$ cat src/rtl/phy_mode_pkg.sv
// Shared constants and types of the physical-layer mode block
package phy_mode_pkg;
  localparam int CLK_PERIOD_NS = 4;

  // Register map and reset values
  localparam logic [5:0] ADDR_PHY_MODE  = 6'h0C;
  localparam logic [5:0] ADDR_RX_SYNC   = 6'h15;
  localparam logic [5:0] ADDR_EXT_MODE  = 6'h17;
  localparam logic [7:0] PHY_MODE_RESET = 8'h24;
  localparam logic [7:0] EXT_MODE_RESET = 8'h00;
  localparam logic [7:0] RX_SYNC_RESET  = 8'h00;
  localparam logic [7:0] EXT_MODE_WMASK = 8'h76;
  localparam logic [7:0] RX_SYNC_WMASK  = 8'h0F;

  // Field positions
  localparam int BIT_SCRAM      = 5;
  localparam int BIT_ALT        = 4;
  localparam int BIT_MOD        = 3;
  localparam int BIT_CHIP       = 2;
  localparam int RATE_MSB       = 1;
  localparam int RATE_LSB       = 0;
  localparam int BIT_SHORT_ACK  = 2;
  localparam int THR_MSB        = 3;

  // PSDU rate codes and spreading folds
  localparam logic [1:0] RATE_ALT500 = 2'h3;
  localparam logic [1:0] FOLD_1      = 2'h0;
  localparam logic [1:0] FOLD_2      = 2'h1;
  localparam logic [1:0] FOLD_4      = 2'h2;

  // Symbol rates in symbol/s and the derived periods
  localparam int SYM_RATE_BPSK20 = 20000;
  localparam int SYM_RATE_BPSK40 = 40000;
  localparam int SYM_RATE_OQ400  = 25000;
  localparam int SYM_RATE_OQ1000 = 62500;
  localparam int SYM_NS_BPSK20   = 1000000000 / SYM_RATE_BPSK20;
  localparam int SYM_NS_BPSK40   = 1000000000 / SYM_RATE_BPSK40;
  localparam int SYM_NS_OQ400    = 1000000000 / SYM_RATE_OQ400;
  localparam int SYM_NS_OQ1000   = 1000000000 / SYM_RATE_OQ1000;
  localparam int SYM_CYC_BPSK20  = SYM_NS_BPSK20 / CLK_PERIOD_NS;
  localparam int SYM_CYC_BPSK40  = SYM_NS_BPSK40 / CLK_PERIOD_NS;
  localparam int SYM_CYC_OQ400   = SYM_NS_OQ400 / CLK_PERIOD_NS;
  localparam int SYM_CYC_OQ1000  = SYM_NS_OQ1000 / CLK_PERIOD_NS;

  // Counts in symbol periods
  localparam logic [3:0] ACK_SYMS_STD   = 4'hC;
  localparam logic [3:0] ACK_SYMS_LOW   = 4'h2;
  localparam logic [3:0] ACK_SYMS_HIGH  = 4'h3;
  localparam logic [3:0] ED_SYMS_STD    = 4'h8;
  localparam logic [3:0] ED_SYMS_HDR    = 4'h2;
  localparam logic [1:0] CCA_MODE_ED    = 2'h1;

  // Preamble, delimiter and length header: six bytes at basic rate
  localparam logic [5:0] HDR_BITS       = 6'h30;
  localparam logic [4:0] BITS_BPSK      = 5'h01;
  localparam logic [4:0] BITS_OQPSK     = 5'h04;
  localparam logic [14:0] SCRAM_SEED    = 15'h7FFF;

  typedef enum logic [1:0] {
    CHIP_300K, CHIP_600K, CHIP_400K, CHIP_1000K
  } chip_rate_t;

  typedef enum logic [2:0] {
    SHAPE_RC10, SHAPE_SIN_RC02, SHAPE_RC02, SHAPE_SIN, SHAPE_RC08
  } shaping_t;

  typedef struct packed {
    logic       oqpsk;
    chip_rate_t chip;
    shaping_t   shape;
    logic [1:0] rate_fold;
    logic       alt_code;
    logic       scramble;
    logic       hdr;
    logic       reserved_sel;
  } phy_cfg_t;

  typedef struct packed {
    logic [7:0] data;
    logic       last;
  } tx_byte_t;

  typedef struct packed {
    logic [15:0] bits;
    logic [4:0]  nbits;
    logic        header;
    logic        scrambled;
  } symbol_t;
endpackage

$ cat src/rtl/chip_scrambler.sv
// Chip scrambler: 15-bit LFSR, sixteen mask bits per step
module chip_scrambler (
  // Clock and reset
  input  wire logic        clk_sys,
  input  wire logic        srst,
  // Control
  input  wire logic        seed_load,
  input  wire logic        step,
  // Mask for the current symbol
  output logic [15:0]      mask
);
  import phy_mode_pkg::*;

  logic [14:0] lfsr_reg;
  logic [14:0] lfsr_next;

  always_comb begin
    lfsr_next = lfsr_reg;
    mask      = '0;
    for (int i = 0; i < 16; i++) begin
      mask[i]   = lfsr_next[14];
      lfsr_next = {lfsr_next[13:0], lfsr_next[14] ^ lfsr_next[13]};
    end
  end

  always_ff @(posedge clk_sys) begin
    if (srst || seed_load) begin
      lfsr_reg <= SCRAM_SEED;
    end else if (step) begin
      lfsr_reg <= lfsr_next;
    end
  end
endmodule

$ cat src/rtl/phy_mode_ctrl.sv
// Physical-layer mode selection, symbol timing and symbol packing
//
// What this block does
// RL1: BPSK chips at 300 kchip/s for 20 kb/s, 600 kchip/s for 40 kb/s.
// RL2: BPSK symbols at 20 ksymbol/s or 40 ksymbol/s matching the rate.
// RL3: Both BPSK rates use raised-cosine shaping with roll-off 1.0.
// RL4: O-QPSK runs at 400 or 1000 kchip/s as configured.
// RL5: Lower O-QPSK chip rate: half-sine plus RC-0.2, or RC-0.2 alone.
// RL6: Higher O-QPSK chip rate: half-sine, or alternatively RC-0.8.
// RL7: Standard O-QPSK gives 25 or 62.5 ksymbol/s per chip rate.
// RL8: In raised-rate modes the header goes at basic rate, PSDU raised.
// RL9: Shortened codes by two or four raise the PSDU rate accordingly.
// RL10: Host puts the transceiver idle before changing mode fields.
// RL11: Symbol periods 50, 25, 40 and 16 us by mode.
// RL12: Raised-rate modes keep the basic mode's symbol period.
// RL13: Short ack in raised-rate modes gives two or three symbols, else twelve symbols.
// RL14: Frames below a set detection threshold are not synchronised.
// RL15: Chips scrambled at 400 and 1000 kb/s unless the enable is zero.
// RL16: Automatic energy measurement in raised-rate modes lasts two symbols.
// RL17: Manual energy measurement keeps eight symbols, or two when a raised-rate automatic request comes in the same cycle.
// RL18: Raised-rate modes drop carrier sense, keep energy assessment.
// RL19: Host ignores link quality for frames in raised-rate modes.
// RL20: Mode bit 5 enables chip scrambling, reset one.
// RL21: Mode bit 4 selects the alternate spectrum, reset zero.
// RL22: Active mode derives from the fields of the mode register.
// RL23: Mode bit 3 selects BPSK at zero, O-QPSK at one; reset zero.
// RL24: Mode bit 2 selects the higher chip rate when set; reset one.
// RL25: Mode bits 1:0 select basic, 2-fold, 4-fold or alternate 500.
// RL26: Mode fields sampled while idle, held through any frame.
module phy_mode_ctrl
  import phy_mode_pkg::*;
#(
  parameter int FIFO_DEPTH    = 16,
  parameter int CYC_BPSK20    = SYM_CYC_BPSK20,
  parameter int CYC_BPSK40    = SYM_CYC_BPSK40,
  parameter int CYC_OQ400     = SYM_CYC_OQ400
) (
  // Clock and reset
  input  wire logic                     clk_sys,
  input  wire logic                     srst,
  // Register port
  input  wire logic                     reg_wr,
  input  wire logic [5:0]               reg_addr,
  input  wire logic [7:0]               reg_wdata,
  output logic [7:0]                    reg_rdata,
  // Transceiver state
  input  wire logic                     trx_idle,
  // Transmit byte stream
  input  wire phy_mode_pkg::tx_byte_t   tx_in,
  input  wire logic                     tx_in_valid,
  output logic                          tx_in_ready,
  // Symbol stream to the modulator
  output phy_mode_pkg::symbol_t         sym_out,
  output logic                          sym_valid,
  output logic                          tx_done,
  // Active mode and timing
  output phy_mode_pkg::phy_cfg_t        phy_cfg,
  output logic                          sym_tick,
  output logic [3:0]                    ack_time_syms,
  // Energy measurement
  input  wire logic                     ed_auto_req,
  input  wire logic                     ed_manual_req,
  output logic                          ed_active,
  output logic                          ed_done,
  // Channel assessment and link quality
  input  wire logic [1:0]               cca_mode_in,
  output logic [1:0]                    cca_mode_out,
  output logic                          cs_available,
  output logic                          lqi_valid,
  // Receive synchronisation
  input  wire logic                     rx_sync_found,
  input  wire logic [3:0]               rx_rssi,
  output logic                          rx_sync_accept
);
  import phy_mode_pkg::*;

  localparam int TW = 14;

  if (CYC_BPSK20 < 2 || CYC_BPSK20 >= 2**TW || CYC_BPSK40 < 2 ||
      CYC_BPSK40 >= 2**TW || CYC_OQ400 < 2 || CYC_OQ400 >= 2**TW ||
      FIFO_DEPTH < 2)
    $error("phy_mode_ctrl: symbol periods must fit the timer");

  ////////////////////////////////////////////////////////////////////////////
  // Mode decoding

  function automatic phy_cfg_t decode_mode(input logic [7:0] r);
    phy_cfg_t   c;
    logic       hi;
    logic       alt;
    logic [1:0] rate;
    hi             = r[BIT_CHIP];
    alt            = r[BIT_ALT];
    rate           = r[RATE_MSB:RATE_LSB];
    c.oqpsk        = r[BIT_MOD]; // RL23
    if (!c.oqpsk) begin
      c.chip       = hi ? CHIP_600K : CHIP_300K; // RL1 RL24
      c.shape      = SHAPE_RC10; // RL3
      c.rate_fold  = FOLD_1;
      c.alt_code   = hi && alt; // RL21
    end else begin
      c.chip       = hi ? CHIP_1000K : CHIP_400K; // RL4 RL24
      if (hi) begin
        c.shape    = alt ? SHAPE_RC08 : SHAPE_SIN; // RL6 RL21
      end else begin
        c.shape    = alt ? SHAPE_RC02 : SHAPE_SIN_RC02; // RL5 RL21
      end
      if (rate == RATE_ALT500) begin
        c.rate_fold = hi ? FOLD_2 : FOLD_1; // RL25
        c.alt_code  = hi;
      end else begin
        c.rate_fold = rate; // RL9 RL25
        c.alt_code  = 1'b0;
      end
    end
    c.reserved_sel = c.oqpsk && !hi && rate == RATE_ALT500;
    c.scramble     = c.oqpsk && c.rate_fold == FOLD_4 && r[BIT_SCRAM]; // RL15 RL20
    c.hdr          = c.rate_fold != FOLD_1;
    return c;
  endfunction

  function automatic logic [TW-1:0] period_of(input phy_cfg_t c);
    logic [TW-1:0] p;
    unique case (c.chip)
      CHIP_300K:  p = TW'(CYC_BPSK20); // RL2 RL11
      CHIP_600K:  p = TW'(CYC_BPSK40); // RL2 RL11
      CHIP_400K:  p = TW'(CYC_OQ400); // RL7 RL11 RL12
      CHIP_1000K: p = TW'(SYM_CYC_OQ1000); // RL7 RL11 RL12
    endcase
    return p;
  endfunction

  ////////////////////////////////////////////////////////////////////////////
  // Registers

  logic [7:0] phy_mode_control_reg;
  logic [7:0] ext_mode_control_reg;
  logic [7:0] rx_sync_config_reg;
  phy_cfg_t   cfg_reg;

  always_ff @(posedge clk_sys) begin
    if (srst) begin
      phy_mode_control_reg <= PHY_MODE_RESET; // RL20 RL21 RL23 RL24
      ext_mode_control_reg <= EXT_MODE_RESET;
      rx_sync_config_reg   <= RX_SYNC_RESET;
    end else if (reg_wr) begin
      unique case (reg_addr)
        ADDR_PHY_MODE: phy_mode_control_reg <= reg_wdata;
        ADDR_EXT_MODE: ext_mode_control_reg <= reg_wdata & EXT_MODE_WMASK;
        ADDR_RX_SYNC:  rx_sync_config_reg   <= reg_wdata & RX_SYNC_WMASK;
        default: ;
      endcase
    end
  end

  always_ff @(posedge clk_sys) begin
    if (srst) begin
      reg_rdata <= '0;
    end else begin
      unique case (reg_addr)
        ADDR_PHY_MODE: reg_rdata <= phy_mode_control_reg;
        ADDR_EXT_MODE: reg_rdata <= ext_mode_control_reg;
        ADDR_RX_SYNC:  reg_rdata <= rx_sync_config_reg;
        default:       reg_rdata <= '0;
      endcase
    end
  end

  // Fields follow the register only while idle, so a frame never sees
  // a half-applied change even if software breaks the idle discipline
  always_ff @(posedge clk_sys) begin
    if (srst) begin
      cfg_reg <= decode_mode(PHY_MODE_RESET);
    end else if (trx_idle) begin
      cfg_reg <= decode_mode(phy_mode_control_reg); // RL10 RL22 RL26
    end
  end
  assign phy_cfg = cfg_reg;

  ////////////////////////////////////////////////////////////////////////////
  // Symbol timer

  logic [TW-1:0] timer_reg;
  logic          tick;

  assign tick = !trx_idle && timer_reg == '0;

  always_ff @(posedge clk_sys) begin
    if (srst || trx_idle || tick) begin
      timer_reg <= period_of(cfg_reg) - TW'(1); // RL11 RL12
    end else begin
      timer_reg <= timer_reg - TW'(1);
    end
  end

  always_ff @(posedge clk_sys) begin
    if (srst) begin
      sym_tick <= 1'b0;
    end else begin
      sym_tick <= tick;
    end
  end

  ////////////////////////////////////////////////////////////////////////////
  // Transmit path

  typedef enum logic [2:0] {
    S_IDLE = 3'b001,
    S_HOLD = 3'b010,
    S_TX   = 3'b100
  } tx_state_t;

  tx_state_t  state_reg;
  tx_byte_t   fifo_out;
  logic       fifo_valid;
  logic       fifo_ready;
  logic [23:0] acc_reg;
  logic [4:0]  cnt_reg;
  logic [5:0]  sent_reg;
  logic        last_in_reg;
  logic [15:0] scr_mask;
  logic        header;
  logic [4:0]  k;
  logic [4:0]  n_take;
  logic [4:0]  cnt_after;
  logic        take;
  logic        finish;
  logic [15:0] sym_bits;

  stream_fifo #(
    .WIDTH ($bits(tx_byte_t)),
    .DEPTH (FIFO_DEPTH)
  ) u_fifo (
    .clk_sys   (clk_sys),
    .srst      (srst),
    .in_data   (tx_in),
    .in_valid  (tx_in_valid),
    .in_ready  (tx_in_ready),
    .out_data  (fifo_out),
    .out_valid (fifo_valid),
    .out_ready (fifo_ready)
  );

  chip_scrambler u_scr (
    .clk_sys   (clk_sys),
    .srst      (srst),
    .seed_load (state_reg != S_TX),
    .step      (take && !header),
    .mask      (scr_mask)
  );

  always_comb begin
    header = sent_reg < HDR_BITS;
    if (!cfg_reg.oqpsk) begin
      k = BITS_BPSK;
    end else if (header) begin
      k = BITS_OQPSK; // RL8
    end else begin
      k = BITS_OQPSK << cfg_reg.rate_fold; // RL9
    end
    take      = state_reg == S_TX && tick &&
                (cnt_reg >= k || (last_in_reg && cnt_reg != '0));
    n_take    = (take && cnt_reg >= k) ? k : (take ? cnt_reg : '0);
    cnt_after = cnt_reg - n_take;
    finish    = take && last_in_reg && cnt_after == '0;
    // The drain stalls until the accumulator has room, so the FIFO fills
    fifo_ready = state_reg == S_TX && fifo_valid && !last_in_reg &&
                 cnt_after <= 5'h10;
    sym_bits  = acc_reg[15:0] & ~(16'hFFFF << n_take);
  end

  always_ff @(posedge clk_sys) begin
    if (srst) begin
      state_reg <= S_IDLE;
    end else begin
      unique case (state_reg)
        S_IDLE: state_reg <= trx_idle ? S_IDLE : S_HOLD;
        S_HOLD: begin
          if (trx_idle) begin
            state_reg <= S_IDLE;
          end else if (fifo_valid) begin
            state_reg <= S_TX;
          end
        end
        S_TX: begin
          if (trx_idle) begin
            state_reg <= S_IDLE;
          end else if (finish) begin
            state_reg <= S_HOLD;
          end
        end
      endcase
    end
  end

  always_ff @(posedge clk_sys) begin
    if (srst || state_reg != S_TX) begin
      acc_reg     <= '0;
      cnt_reg     <= '0;
      sent_reg    <= '0;
      last_in_reg <= 1'b0;
    end else begin
      acc_reg <= (acc_reg >> n_take) |
                 (fifo_ready ? (24'(fifo_out.data) << cnt_after) : '0);
      cnt_reg <= cnt_after + (fifo_ready ? 5'h08 : 5'h00);
      if (fifo_ready && fifo_out.last) begin
        last_in_reg <= 1'b1;
      end
      if (header) begin
        sent_reg <= sent_reg + 6'(n_take);
      end
    end
  end

  always_ff @(posedge clk_sys) begin
    if (srst) begin
      sym_out   <= '0;
      sym_valid <= 1'b0;
      tx_done   <= 1'b0;
    end else begin
      sym_valid <= take;
      tx_done   <= finish;
      if (take) begin
        sym_out.bits      <= (cfg_reg.scramble && !header) ?
                             (sym_bits ^ scr_mask) : sym_bits; // RL15
        sym_out.nbits     <= n_take;
        sym_out.header    <= header; // RL8
        sym_out.scrambled <= cfg_reg.scramble && !header;
      end
    end
  end

  ////////////////////////////////////////////////////////////////////////////
  // Mode side effects

  always_ff @(posedge clk_sys) begin
    if (srst) begin
      ack_time_syms <= ACK_SYMS_STD;
      cs_available  <= 1'b1;
      cca_mode_out  <= '0;
      lqi_valid     <= 1'b1;
    end else begin
      if (ext_mode_control_reg[BIT_SHORT_ACK] && cfg_reg.hdr) begin
        ack_time_syms <= (cfg_reg.chip == CHIP_1000K) ?
                         ACK_SYMS_HIGH : ACK_SYMS_LOW; // RL13
      end else begin
        ack_time_syms <= ACK_SYMS_STD; // RL13
      end
      cs_available <= !cfg_reg.hdr; // RL18
      cca_mode_out <= cfg_reg.hdr ? CCA_MODE_ED : cca_mode_in; // RL18
      lqi_valid    <= !cfg_reg.hdr; // RL19
    end
  end

  logic [3:0] ed_left_reg;
  logic [3:0] ed_len_reg;

  always_ff @(posedge clk_sys) begin
    if (srst) begin
      ed_active   <= 1'b0;
      ed_done     <= 1'b0;
      ed_left_reg <= '0;
      ed_len_reg  <= '0;
    end else begin
      ed_done <= 1'b0;
      if (!ed_active && (ed_auto_req || ed_manual_req)) begin
        ed_active   <= 1'b1;
        ed_len_reg  <= (ed_auto_req && cfg_reg.hdr) ?
                       ED_SYMS_HDR : ED_SYMS_STD; // RL16 RL17
        ed_left_reg <= (ed_auto_req && cfg_reg.hdr) ?
                       ED_SYMS_HDR : ED_SYMS_STD; // RL16 RL17
      end else if (ed_active && tick) begin
        ed_left_reg <= ed_left_reg - 4'h1;
        if (ed_left_reg == 4'h1) begin
          ed_active <= 1'b0;
          ed_done   <= 1'b1;
        end
      end
    end
  end

  always_ff @(posedge clk_sys) begin
    if (srst) begin
      rx_sync_accept <= 1'b0;
    end else begin
      rx_sync_accept <= rx_sync_found &&
        (rx_sync_config_reg[THR_MSB:0] == '0 ||
         rx_rssi >= rx_sync_config_reg[THR_MSB:0]); // RL14
    end
  end

  ////////////////////////////////////////////////////////////////////////////
  // Assertions

  logic [TW-1:0] gap_reg;
  logic          tick_seen_reg;
  logic [3:0]    ed_ticks_reg;

  always_ff @(posedge clk_sys) begin
    if (srst || trx_idle) begin
      gap_reg       <= '0;
      tick_seen_reg <= 1'b0;
    end else begin
      gap_reg       <= tick ? '0 : gap_reg + TW'(1);
      tick_seen_reg <= tick_seen_reg || tick;
    end
  end

  always_ff @(posedge clk_sys) begin
    if (srst || !ed_active) begin
      ed_ticks_reg <= '0;
    end else if (tick) begin
      ed_ticks_reg <= ed_ticks_reg + 4'h1;
    end
  end

  a_symbol_period: assert property (@(posedge clk_sys) disable iff (srst) // RL11
    tick && tick_seen_reg |-> gap_reg == period_of(cfg_reg) - TW'(1))
    else $error("symbol period length wrong");

  a_mode_hold: assert property (@(posedge clk_sys) disable iff (srst) // RL26
    !trx_idle && $past(!trx_idle) |-> $stable(cfg_reg))
    else $error("mode changed outside idle");

  a_scram_gate: assert property (@(posedge clk_sys) disable iff (srst) // RL15
    cfg_reg.scramble |-> cfg_reg.oqpsk && cfg_reg.rate_fold == FOLD_4)
    else $error("scrambler on outside 4-fold mode");

  a_header_rate: assert property (@(posedge clk_sys) disable iff (srst) // RL8
    sym_valid && sym_out.header |-> sym_out.nbits <= BITS_OQPSK &&
    !sym_out.scrambled)
    else $error("header symbol not at basic rate");

  a_bpsk_shape: assert property (@(posedge clk_sys) disable iff (srst) // RL3
    !cfg_reg.oqpsk |-> cfg_reg.shape == SHAPE_RC10)
    else $error("BPSK shaping not RC-1.0");

  a_cs_dropped: assert property (@(posedge clk_sys) disable iff (srst) // RL18
    cfg_reg.hdr ##1 cfg_reg.hdr |-> !cs_available &&
    cca_mode_out == CCA_MODE_ED)
    else $error("carrier sense offered in raised-rate mode");

  a_ack_short: assert property (@(posedge clk_sys) disable iff (srst) // RL13
    ext_mode_control_reg[BIT_SHORT_ACK] && cfg_reg.hdr &&
    cfg_reg.chip == CHIP_1000K ##1 $stable(cfg_reg) |->
    ack_time_syms == ACK_SYMS_HIGH)
    else $error("short ack time wrong");

  a_ed_length: assert property (@(posedge clk_sys) disable iff (srst) // RL16
    ed_done |-> $past(ed_ticks_reg) + 4'h1 == ed_len_reg)
    else $error("energy measurement length wrong");

  a_rx_reject: assert property (@(posedge clk_sys) disable iff (srst) // RL14
    rx_sync_found && rx_sync_config_reg[THR_MSB:0] != '0 &&
    rx_rssi < rx_sync_config_reg[THR_MSB:0] |=> !rx_sync_accept)
    else $error("sync accepted below threshold");
endmodule

$ cat src/rtl/stream_fifo.sv
// Flip-flop FIFO with valid/ready on both sides
module stream_fifo #(
  parameter int WIDTH = 9,
  parameter int DEPTH = 16
) (
  // Clock and reset
  input  wire logic             clk_sys,
  input  wire logic             srst,
  // Fill side
  input  wire logic [WIDTH-1:0] in_data,
  input  wire logic             in_valid,
  output logic                  in_ready,
  // Drain side
  output logic [WIDTH-1:0]      out_data,
  output logic                  out_valid,
  input  wire logic             out_ready
);
  localparam int AW = (DEPTH > 1) ? $clog2(DEPTH) : 1;
  localparam int CW = $clog2(DEPTH + 1);

  if (DEPTH < 2 || (DEPTH & (DEPTH - 1)) != 0 || WIDTH < 1)
    $error("stream_fifo: DEPTH must be a power of two of at least 2");

  logic [WIDTH-1:0] mem_reg [DEPTH];
  logic [AW-1:0]    wr_ptr_reg;
  logic [AW-1:0]    rd_ptr_reg;
  logic [CW-1:0]    count_reg;
  logic             push;
  logic             pop;
  logic             in_ready_reg;
  logic [CW-1:0]    count_next;

  // Ready is a flop of its own, worked out from the next count so that
  // it never lags a pop by a cycle
  assign in_ready   = in_ready_reg;
  assign count_next = count_reg + CW'(push) - CW'(pop);
  assign out_valid = (count_reg != '0);
  assign out_data  = mem_reg[rd_ptr_reg];
  assign push      = in_valid && in_ready;
  assign pop       = out_valid && out_ready;

  always_ff @(posedge clk_sys) begin
    if (push) begin
      mem_reg[wr_ptr_reg] <= in_data;
    end
  end

  always_ff @(posedge clk_sys) begin
    if (srst) begin
      wr_ptr_reg <= '0;
      rd_ptr_reg <= '0;
      count_reg  <= '0;
      in_ready_reg <= 1'b1;
    end else begin
      wr_ptr_reg <= wr_ptr_reg + AW'(push);
      rd_ptr_reg <= rd_ptr_reg + AW'(pop);
      count_reg  <= count_next;
      in_ready_reg <= (count_next != CW'(DEPTH));
    end
  end
endmodule

$ cat config.mk
export PLATFORM = sky130hd
export DESIGN_NAME = phy_mode_ctrl
export DESIGN_NICKNAME = d
export VERILOG_FILES = /design/src/rtl/phy_mode_pkg.sv /design/src/rtl/chip_scrambler.sv /design/src/rtl/phy_mode_ctrl.sv /design/src/rtl/stream_fifo.sv
export SDC_FILE = /design/constraint.sdc
export NUM_CORES = 1
export LEC_CHECK = 0
export ABC_AREA = 0
export BUFFER_PORTS_ARGS = -buffer_cell sky130_fd_sc_hd__buf_2
export CAP_MARGIN = 30
export CELL_PAD_IN_SITES_DETAIL_PLACEMENT = 1
export CELL_PAD_IN_SITES_GLOBAL_PLACEMENT = 2
export CORE_MARGIN = 10
export CORE_UTILIZATION = 44
export DETAILED_ROUTE_END_ITERATION = 7
export PLACE_DENSITY_LB_ADDON = 0.25
export SYNTH_ARGS = -nofsm -noshare
export SYNTH_HDL_FRONTEND = slang
export SYNTH_SLANG_ARGS = --single-unit
$ cat constraint.sdc
create_clock -name clk_sys -period 11.26 [get_ports clk_sys]
set_input_delay 1.689 -clock clk_sys [delete_from_list [all_inputs] [get_ports clk_sys]]
set_output_delay 1.689 -clock clk_sys [all_outputs]
set_load 0.005 [all_outputs]
After elaboration in Yosys (flattened, before gate mapping)
Memories as Yosys holds them, arrays and structs flattened. A register that Yosys moved wholly into a read port is not among the register bits.
Index checks and enable logic that the tools add are counted.
{"block": "totals", "mem_bits_rw": 144, "wordCells": 187, "in_bits": 37, "ff_bits": 159, "output_inout_bits": 58, "mem_count": 1}
{"memory": "u_fifo.mem_reg", "depth": 16, "width": 9, "rd": 1, "rd_ports_with_merged_regs": 1, "wr": 1, "line_no": "stream_fifo.sv:24", "source": "logic [WIDTH-1:0] mem_reg [DEPTH];"}
{"block": "classes", "n_reduce_logical": 54, "n_bitwise": 22, "order_cmp": 4, "n_shift": 4, "eq_ne": 16, "muxes": 38, "addsub": 10}
{"cell": "$pmux 14 s4", "count": 1}
{"cell": "$mux 14", "count": 2}
{"cell": "$sub 14x1->14 const B", "count": 2}
{"cell": "$logic_and 1x1->1", "count": 25}
{"cell": "$mux 24", "count": 1}
{"cell": "$mux 8", "count": 3}
{"cell": "$or 24x24->24", "count": 1}
{"cell": "$pmux 8 s3", "count": 1}
{"cell": "$shl 8x5->24", "count": 1}
{"cell": "$shr 24x5->24", "count": 1}
{"cell": "$mux 3", "count": 7}
{"cell": "$mux 4", "count": 5}
{"cell": "$mux 5", "count": 4}
{"cell": "$and 16x16->16", "count": 1}
{"cell": "$mux 16", "count": 1}
{"cell": "$not 16->16", "count": 1}
{"cell": "$shl 16x5->16 const A", "count": 1}
{"cell": "$xor 1x1->1", "count": 16}
{"cell": "$xor 16x16->16", "count": 1}
{"cell": "$logic_not 14->1", "count": 1}
{"cell": "$eq 6x5->1 const B", "count": 2}
{"cell": "$mux 1", "count": 10}
{"cell": "$reduce_and 2->1", "count": 5}
{"cell": "$reduce_bool 5->1", "count": 2}
{"cell": "32 further kinds", "count": 53}

Logic depth before layout (Yosys ltp)
Gate-level depths: netlist of the first run.
{"block": "depth", "depth_word": 14, "mapped_depth": 28, "ltp_nobuf": 25}

Modules after synthesis
A second synthesis of the first run with hierarchy kept.
{"block": "unflattened", "cells_unflattened": 1381, "hier_area_um2": 14856.7}
{"mod": "phy_mode_ctrl", "n_inst": 1, "seq_area_each_um2": 2562.5, "cells_per_inst": 1000, "area_each_um2": 7886.3}
{"mod": "stream_fifo", "n_inst": 1, "seq_area_each_um2": 4604.4, "cells_per_inst": 315, "area_each_um2": 6281.0}
{"mod": "chip_scrambler", "n_inst": 1, "seq_area_each_um2": 300.3, "cells_per_inst": 66, "area_each_um2": 689.4}

Least setup slack after synthesis of the first run
OpenSTA, ideal clock, no wires.
{"block": "synth_path", "path_type": "input to register", "from": "in trx_idle", "to": "reg u_fifo.in_ready_reg (netlist: u_fifo.in_ready)", "t_arrival_ns": 6.218, "stages": 23, "t_required_ns": 11.128, "setup_ns": 0.132, "path_slack_ns": 4.910, "n_path_buf": 4, "path_cell_list": "nor3_2 -> and4_1 -> nand3_1 -> a21o_1 -> inv_1 -> buf_2 -> buf_2 -> ha_1 -> fa_1 -> clkbuf_1 -> nand2_1 -> inv_1 -> o2111ai_1 -> clkbuf_1 -> nand2_1 -> xor2_1 -> ha_1 -> fa_1 -> a21oi_1 -> nor2_1 -> or3_1 -> a21oi_1 -> nand4_1"}
{"block": "synth_between", "elab_chain_cells": 12, "elab_cells_between_ends": 13, "cone_classes": "add/sub (2); order compare (1); eq/ne (1); mux (2); reduce/logical (7)"}
{"item": "start: declaration", "line_no": "phy_mode_ctrl.sv:47", "source": "input wire logic trx_idle,"}
{"item": "$logic_not 1->1 *", "line_no": "phy_mode_ctrl.sv:186", "source": "assign tick = !trx_idle && timer_reg == '0;"}
{"item": "$logic_and 1x1->1 *", "line_no": "phy_mode_ctrl.sv:186"}
{"item": "$logic_and 1x1->1 * (2 in series)", "line_no": "phy_mode_ctrl.sv:261", "source": "take = state_reg == S_TX && tick &&"}
{"item": "$mux 5 / $logic_and 1x1->1 (equally long branches)", "line_no": "phy_mode_ctrl.sv:263", "source": "n_take = (take && cnt_reg >= k) ? k : (take ? cnt_reg : '0);"}
{"item": "$mux 5 *", "line_no": "phy_mode_ctrl.sv:263"}
{"item": "via n_take[0]", "line_no": "phy_mode_ctrl.sv:224", "source": "logic [4:0] n_take;"}
{"item": "$sub 5x5->5 *", "line_no": "phy_mode_ctrl.sv:264", "source": "cnt_after = cnt_reg - n_take;"}
{"item": "$le 5x5->1 (not written as such) *", "line_no": "phy_mode_ctrl.sv:268", "source": "cnt_after <= 5'h10;"}
{"item": "$logic_and 1x1->1 *", "line_no": "phy_mode_ctrl.sv:267", "source": "fifo_ready = state_reg == S_TX && fifo_valid && !last_in_reg &&"}
{"item": "$logic_and 1x1->1 *", "line_no": "stream_fifo.sv:40", "source": "assign pop = out_valid && out_ready;"}
{"item": "$sub 5x1->5 *", "line_no": "stream_fifo.sv:36", "source": "assign count_next = count_reg + CW'(push) - CW'(pop);"}
{"item": "$ne 5x5->1 *", "line_no": "stream_fifo.sv:58", "source": "in_ready_reg <= (count_next != CW'(DEPTH));"}
{"item": "end signal: assignment", "line_no": "stream_fifo.sv:58"}
{"item": "end: declaration", "line_no": "stream_fifo.sv:30", "source": "logic in_ready_reg;"}
The timed path passes the listed nets; every way through them passes the cells marked *.
A chain may end at the register's enable or synchronous reset.

Final worst setup path of the first run
{"block": "layout_path", "from": "reg cfg_reg, in the netlist phy_cfg[11]", "to": "reg u_fifo.in_ready_reg (netlist: u_fifo.in_ready)"}
{"block": "layout_between", "elab_chain_cells": 12, "elab_cells_between_ends": 13, "cone_classes": "add/sub (2); order compare (2); eq/ne (1); mux (3); reduce/logical (5)"}
{"item": "start: declaration", "line_no": "phy_mode_ctrl.sv:139", "source": "phy_cfg_t cfg_reg;"}
{"item": "start signal: assignment", "line_no": "phy_mode_ctrl.sv:173", "source": "cfg_reg <= decode_mode(PHY_MODE_RESET);"}
{"item": "start signal: assignment", "line_no": "phy_mode_ctrl.sv:175", "source": "cfg_reg <= decode_mode(phy_mode_control_reg);"}
{"item": "$mux 5 *", "line_no": "phy_mode_ctrl.sv:254", "source": "if (!cfg_reg.oqpsk) begin"}
{"item": "$ge 5x5->1", "line_no": "phy_mode_ctrl.sv:262, phy_mode_ctrl.sv:263"}
{"item": "$logic_or 1x1->1", "line_no": "phy_mode_ctrl.sv:262", "source": "(cnt_reg >= k || (last_in_reg && cnt_reg != '0));"}
{"item": "$logic_and 1x1->1", "line_no": "phy_mode_ctrl.sv:261"}
{"item": "$mux 5 / $logic_and 1x1->1 (equally long branches)", "line_no": "phy_mode_ctrl.sv:263"}
{"item": "$mux 5 *", "line_no": "phy_mode_ctrl.sv:263"}
{"item": "$sub 5x5->5 *", "line_no": "phy_mode_ctrl.sv:264"}
{"item": "$le 5x5->1 (not written as such) *", "line_no": "phy_mode_ctrl.sv:268"}
{"item": "$logic_and 1x1->1 *", "line_no": "phy_mode_ctrl.sv:267"}
{"item": "$logic_and 1x1->1 *", "line_no": "stream_fifo.sv:40"}
{"item": "$sub 5x1->5 *", "line_no": "stream_fifo.sv:36"}
{"item": "$ne 5x5->1 *", "line_no": "stream_fifo.sv:58"}
Every way passes the cells marked *; elsewhere a longest branch is shown, timed or not.

==> summary.txt, run 1 <==
Clocking
  • Hold buffer count at cts: 0
  • CTS Sinks: 301
  • CTS tree: yes
  • Setup bufs post-CTS: 0
  • CTS Buf Count: 35
  • CTS resizes: 0
  • Longest Clk Path Bufs: 3
  • Clock-pin slew on the worst setup and hold paths: roughly 0.06 ns
  • H-tree Lvls: 2
  • Clock Latency Late Sink: roughly 0.53 ns
  • Clock tree root driver cell: clkbuf_16

Global route
  • GRT Max-Usage Layer: met2
  • Global-route wire length before repair: 69.88 mm
  • M2 GR Usage: 0.3662
  • Met3 usage: 0.02783
  • Grt ovf: 0
  • GR Layer Usage met1: 0.2652
  • Initial antenna violation count: 0
  • Overall routing resource usage: 0.2083
  • Largest net degree at the start of global routing: 81
  • Vias in the first global route: between 10000 and 15000

Logic synthesis
  • Most common cell in the netlist: dfxtp_1
  • Synth Register Bits: around 300
  • Mapped Nets: ~1500
  • Largest cells by area after synthesis: edfxtp_1, dfxtp_1, mux4_2
  • Syn Std Cell Area: roughly 0.015 mm2
  • Mean area per synthesized cell: 10.70 um2
  • Seq/Total Area, Yosys: 0.4935
  • EDFF count, synth: 144
  • Synth Warn #: 0
  • Top cells by count, synth: dfxtp_1, edfxtp_1, nand2_1, nor2_1, a21oi_1
  • Top-area cell type share of the netlist area: 0.2858
  • Leading area contributor after synthesis: edfxtp_1
  • Most used DFF post-synth: dfxtp_1
  • Post-Synthesis Cells: between 1000 and 1500
  • Fraction of registers with async set/reset: 0
  • Unique masters post-synth: 93

Floorplan
  • Std cell rows: 67
  • Die width: between 200 and 250 um
  • Initial cell density of the core: 0.4490
  • Die H: roughly 210 um
  • DIE AREA: between 0.04 and 0.05 mm2
  • Total core area: 0.03370 mm2
  • Ports: 95

Placement
  • Dpl ws: about 3.1 ns
  • Dpl hpwl: between 30 and 40 mm
  • # placed instances: 1891
  • IO Port Bufs: 94
  • Routability cong.: just under 0.9

Route
  • Total Wirelength: between 40 and 50 mm
  • DR vias: 11460
  • Drt first pass iters: 5
  • Routed len/inst: around 22 um
  • Initial DRC count: roughly 860
  • Post-route DRC: 0
  • Via density per instance: 5.852
  • ANT nets after route: 0

Pwr
  • Clock Power Share: 0.450
  • Comb power frac: 0.073
  • Power Dens Cells: 146.5 mW/mm2
  • Pleak: ~0.0063 uW
  • Peak VDD IR: 136.1 uV
  • Register share of total power: 0.477
  • Total power: roughly 2500 uW
  • Psw: just under 600 uW
  • Pint: between 1500 and 2000 uW
  • Sw frac: 0.2348

Final layout
  • Final core utilization: 0.5088
  • Area grow syn2layout: 13.32%
  • N_diodes: 0
  • Max reg flops: 144
  • Layout cell share with drive strength beyond 1: 0.1815
  • Nets: 1559
  • Layout Cells excl Fill: 1958

Timing
  • Setup TNS: 0 ns
  • Fin. Hold Viols: 0
  • Peak Freq: around 130 MHz
  • Clock Skews: between 0.01 and 0.015 ns
  • Final clock period utilization by the worst path: 0.6814
  • Final Slew Violations: 0
  • Slew HR: 0.3182
  • Worst-margin pin slew: ~1 ns
  • Fin crit period: around 7.7 ns
  • Setup ws final: 3.588 ns
  • Setup violators final: 0
  • RSZ-0062 raised after global routing: no

Worst setup path
  • WP data required: 11.66 ns
  • Critical path type: reg2reg
  • Startpoint types: flip-flop
  • CP max FO: 17
  • Crit end category: flip-flop
  • CP arrival: roughly 8.1 ns

Run status
  • Status: finished, final reports clean

Flow run
  • Max cap viols: 0

Worst hold path
  • Hold crit path type: reg2reg
-- power groups by stage --
| stage | clock network [uW] | registers (uW) | logic [uW] |
|---|---|---|---|
| after detailed placement | 0 | 1220 | 181 |
| after floorplan | 0 | 1220 | 121 |
| after CTS | 1150 | 1200 | 183 |
| after global routing | 1200 | 1200 | 205 |
| final | 1130 | 1200 | 183 |
| after global placement | 0 | 1220 | 172 |
-- cell families (layout without fill, tap and decap cells) --
logic type	count (synthesis)	after routing	share of synthesized area
AOI/OAI and AO/OA	323	323	0.1488
xor gates and xnor gates	56	56	0.03241
adders and majority gates	37	37	0.03208
buffers and inverters	130	226	0.03861
DFF	301	301	0.4935
muxes	106	106	0.1062
and+or+nand+nor	461	461	0.1484
-- path summary, 6_finish.rpt --
| kind | startpoint | end | slack, ns | cells past startpoint |
|---|---|---|---|---|
| worst max-delay path | phy_cfg[11] | u_fifo.in_ready | 3.59 | 22 |
| worst min-delay path | timer_reg[0] | timer_reg[0] | 0.43 | 1 |
| worst max register to register | phy_cfg[11] | u_fifo.in_ready | 3.59 | 22 |
| worst min register to register | timer_reg[0] | timer_reg[0] | 0.43 | 1 |
-- cell usage in the layout (no fill, tap or decap), types with 43 or more instances in the layout --
cell / netlist / layout
a21oi_1: 85 / 84
buf_2: 18 / 94
dfxtp_1: 157 / 156
edfxtp_1: 144 / 144
mux2i_1: 50 / 50
nand2_1: 138 / 138
nand3_1: 43 / 43
nor2_1: 135 / 134
o21ai_0: 45 / 45
xnor2_1: 45 / 45
-- worst max-delay path: stages, from the launching register on --
cell	delay [ns]
dfxtp_1	0.48
nand3_1	0.14
or3b_2	0.53
ha_1	0.29
o21ai_0	0.15
o21ai_4	0.34
nand2_1	0.35
nand3_1	0.76
inv_1	0.49
fa_1	0.59
xor2_1	0.70
nand2_1	0.19
inv_1	0.13
o2111ai_1	0.44
nand2_1	0.32
xor2_1	0.10
ha_1	0.24
fa_1	0.44
a21oi_1	0.16
nor2_1	0.07
or3_1	0.34
a21oi_1	0.18
nand4_1	0.11
-- per-layer routing --
layer	vias to the layer above	routed length, um
met5	-	0
met4	0	776
met3	57	1789
met2	238	22280
met1	5767	18920
li1	5396	-
-- layout make-up --
cell class	instances	area [um2]
Sequential cell	301	7468
Clock inverter	21	215.2
Multi-Input combinational cell	983	7113
Tap cell	448	560.5
Clock buffer	41	938.4
Inverter	45	171.4
Timing Repair Buffer	119	680.7
Fill cell	3653	16550
-- stage by stage --
step / cell area (um2) / hold WS (ns)
3_5_place_dp: 15950 / 0.4256
5_1_grt: 17150 / 0.4632
4_1_cts: 17100 / 0.4394
6_report: 17150 / 0.4343
2_1_floorplan: 15130 / 0.4012
3_3_place_gp: 15890 / 0.4148
No activity file was read; power rests on OpenSTA's default activity.
==> run 2, diff against run 1 <==
--- a/config.mk
+++ b/config.mk
@@ -11,7 +11,7 @@
 export CELL_PAD_IN_SITES_DETAIL_PLACEMENT = 1
 export CELL_PAD_IN_SITES_GLOBAL_PLACEMENT = 2
 export CORE_MARGIN = 10
-export CORE_UTILIZATION = 44
+export CORE_UTILIZATION = 37
 export DETAILED_ROUTE_END_ITERATION = 7
 export PLACE_DENSITY_LB_ADDON = 0.25
 export SYNTH_ARGS = -nofsm -noshare
==> constraint.sdc (replaced) <==
create_clock -name clk_sys -period 6.9 [get_ports clk_sys]
set_input_delay 1.035 -clock clk_sys [delete_from_list [all_inputs] [get_ports clk_sys]]
set_output_delay 1.035 -clock clk_sys [all_outputs]
set_load 0.005 [all_outputs]
==> run 2 against run 1 <==
Clock power is 83% higher. Register-to-register slack worse by 2.6 ns. Sequential cell count stayed put. Setup slack worse by 2.6 ns. Die area is 17% higher. Critical path type unchanged. Via count is 1.3% lower. Power is 72% higher. Hold slack better by 0.00056 ns. Fmax is 30% higher.
==> summary.txt, run 2 (synthesis results as in run 1) <==
Timing
  • Clock Skews: 0.02391 ns (+0.01246 ns)
  • Peak Freq: 170.0 MHz (+30%)
  • Final Slew Violations: 0 (unchanged)
  • Final clock period utilization by the worst path: 0.8524 (+0.1710)
  • RSZ-0062 raised after global routing: no
  • Slew HR: 0.3410 (+0.02287)
  • Fin crit period: 5.881 ns (-1.791 ns)
  • Setup TNS: 0 ns (unchanged)
  • Setup violators final: 0 (unchanged)
  • Worst-margin pin slew: 0.9819 ns (-0.03713 ns)
  • Fin. Hold Viols: 0 (unchanged)
  • Final Hold Slack: 0.4349 ns (+0.0005570 ns)

Global route
  • Vias in the first global route: 11830 (-1.5%)
  • Global-route wire length before repair: 71.46 mm (+2.3%)
  • Grt ovf: 0 (unchanged)
  • Overall routing resource usage: 0.1811 (-0.02723)
  • Largest net degree at the start of global routing: 58 (-28%)
  • Initial antenna violation count: 1 (+1)

Route
  • Post-route DRC: 0 (unchanged)
  • Initial DRC count: 802 (-6.4%)
  • Drt first pass iters: 5 (unchanged)
  • DRT met1 WL: 19.82 mm (+4.8%)
  • DR WL met2: 23.11 mm (+3.7%)
  • DR top layer: met4
  • DR vias: 11310 (-1.3%)
  • Via density per instance: 5.511 (-5.8%)
  • ANT nets after route: 0 (unchanged)
  • Met3 routed WL: 1.579 mm (-12%)
  • Routed len/inst: 22.16 um (-0.87%)
  • Total Wirelength: 45.47 mm (+3.9%)

Final layout
  • Commonest non-fill, non-tap cell in the layout: dfxtp_1
  • # fillers: 4452 (+22%)
  • Nets: 1568 (+0.58%)
  • Commonest cells after routing, fill and taps aside: dfxtp_1, edfxtp_1, nand2_1
  • N_diodes: 0 (unchanged)
  • Area grow syn2layout: 15.14%
  • Layout cell share with drive strength beyond 1: 0.1816 (about the same)
  • Max reg flops: 144 (unchanged)

Pwr
  • Power Dens Cells: 248.0 mW/mm2 (+69%)
  • Peak VDD IR: 289.6 uV (+110%)
  • Pleak: 0.006362 uW (+1.2%)

Clocking
  • Longest Clk Path Bufs: 3 (unchanged)
  • Clock-pin slew on the worst setup and hold paths: 0.06 ns (about the same)
  • CTS Buf Count: 37 (+5.7%)
  • Clock tree root driver cell: clkbuf_16
  • H-tree Lvls: 2 (unchanged)
  • CTS tree: yes
  • Clock Latency Late Sink: 0.56 ns (+0.03 ns)
  • CTS resizes: 0 (unchanged)
  • Setup bufs post-CTS: 0 (unchanged)
  • CTS Sinks: 301 (unchanged)
  • Hold buffer count at cts: 0 (unchanged)

Floorplan
  • Std cell rows: 74 (+10%)
  • DIE AREA: 0.04939 mm2 (+17%)
  • Total core area: 0.04065 mm2 (+21%)
  • Die width: 222.2 um (+8.2%)
  • Ports: 95 (unchanged)
  • Initial cell density of the core: 0.3723 (-0.07674)
  • Die H: 222.2 um (+8.2%)

Worst setup path
  • Startpoint types: flip-flop
  • CP arrival: 6.30 ns (-1.78 ns)
  • Critical path type: reg2reg
  • CP max FO: 19 (+2)
  • Crit end category: flip-flop
  • WP data required: 7.32 ns (-4.34 ns)

Run status
  • Status: finished, final reports clean

Placement
  • IO Port Bufs: 94 (unchanged)
  • Dpl hpwl: 33.05 mm (+4.9%)
  • Routability cong.: 0.8886 (+0.19%)

Worst hold path
  • Hold crit path type: reg2reg

Flow run
  • Max cap viols: 0 (unchanged)
run 2: changes by cell type in the layout (fill, tap and decap cells not counted), moves of 3 or more:
cell / change
clkbuf_16: +3
clkinv_2: -3
clkbuf_8: -3
clkinv_1: +4
bufinv_16: +4
buf_4: +9
clkinv_4: -3
run 2: where the power goes:
part | leakage [uW] | total (uW) | internal [uW] | switching (uW)
combinational | 0.00316 | 292 | 117 | 175
sequential | 0.00257 | 1960 | 1920 | 32.6
clock | 0.000628 | 2070 | 1280 | 788
total | 0.00636 | 4320 | 3320 | 996
run 2: layer usage:
layer | GRT usage | up-vias
li1 | - | 5429
met1 | 0.2254 | 5641
met2 | 0.3158 | 180
met3 | 0.02757 | 58
met4 | 0.05530 | 0
met5 | 0 | -
run 2: worst max-delay path, stage by stage, from the launching register on:
cell      delay [ns]
dfxtp_1         0.48
nand3_1         0.16
or3b_2          0.54
ha_1            0.30
o21ai_0         0.16
o21ai_4         0.33
a21oi_1         0.22
o21ai_4         0.56
ha_1            0.41
nor2b_1         0.16
o21ai_0         0.15
nand2b_1        0.12
and2_1          0.19
mux2i_1         0.17
nand2_1         0.13
xor2_1          0.17
ha_1            0.23
fa_1            0.44
a21oi_1         0.15
nor2_1          0.06
or3_1           0.34
a21oi_1         0.18
nand4_1         0.12
run 2: worst paths after layout:
path / startpoint / to / slack, ns / depth (start not counted)
worst max-delay path: phy_cfg[11] / u_fifo.in_ready / 1.02 / 22
worst min-delay path: timer_reg[0] / timer_reg[0] / 0.43 / 1
worst max register to register: phy_cfg[11] / u_fifo.in_ready / 1.02 / 22
worst min register to register: timer_reg[0] / timer_reg[0] / 0.43 / 1
run 2: cell type report:
class                   instances  area [um2]  area share
repair buffers                126       721.9     0.04144
clock inverters                22       312.8     0.01795
multi-input cells             983        7103      0.4077
flip-flops and latches        301        7468      0.4287
clock buffers                  43       979.7     0.05623
well taps                     532       665.6     0.03820
inverters                      45       171.4    0.009838
run 2: stage by stage:
step / utilization / power [uW] / setup slack [ns] / cell area [um2] / std cells
floorplan: - / 2182 / 1.012 / 15130 / 1414
global placement: 0.3951 / 2281 / 1.145 / 16060 / 1979
detailed placement: 0.3968 / 2291 / 1.005 / 16130 / 1987
CTS: 0.4286 / 4381 / 1.006 / 17420 / 2052
global route: 0.4286 / 4494 / 0.4847 / 17420 / 2052
finish: 0.4286 / 4320 / 1.019 / 17420 / 2052
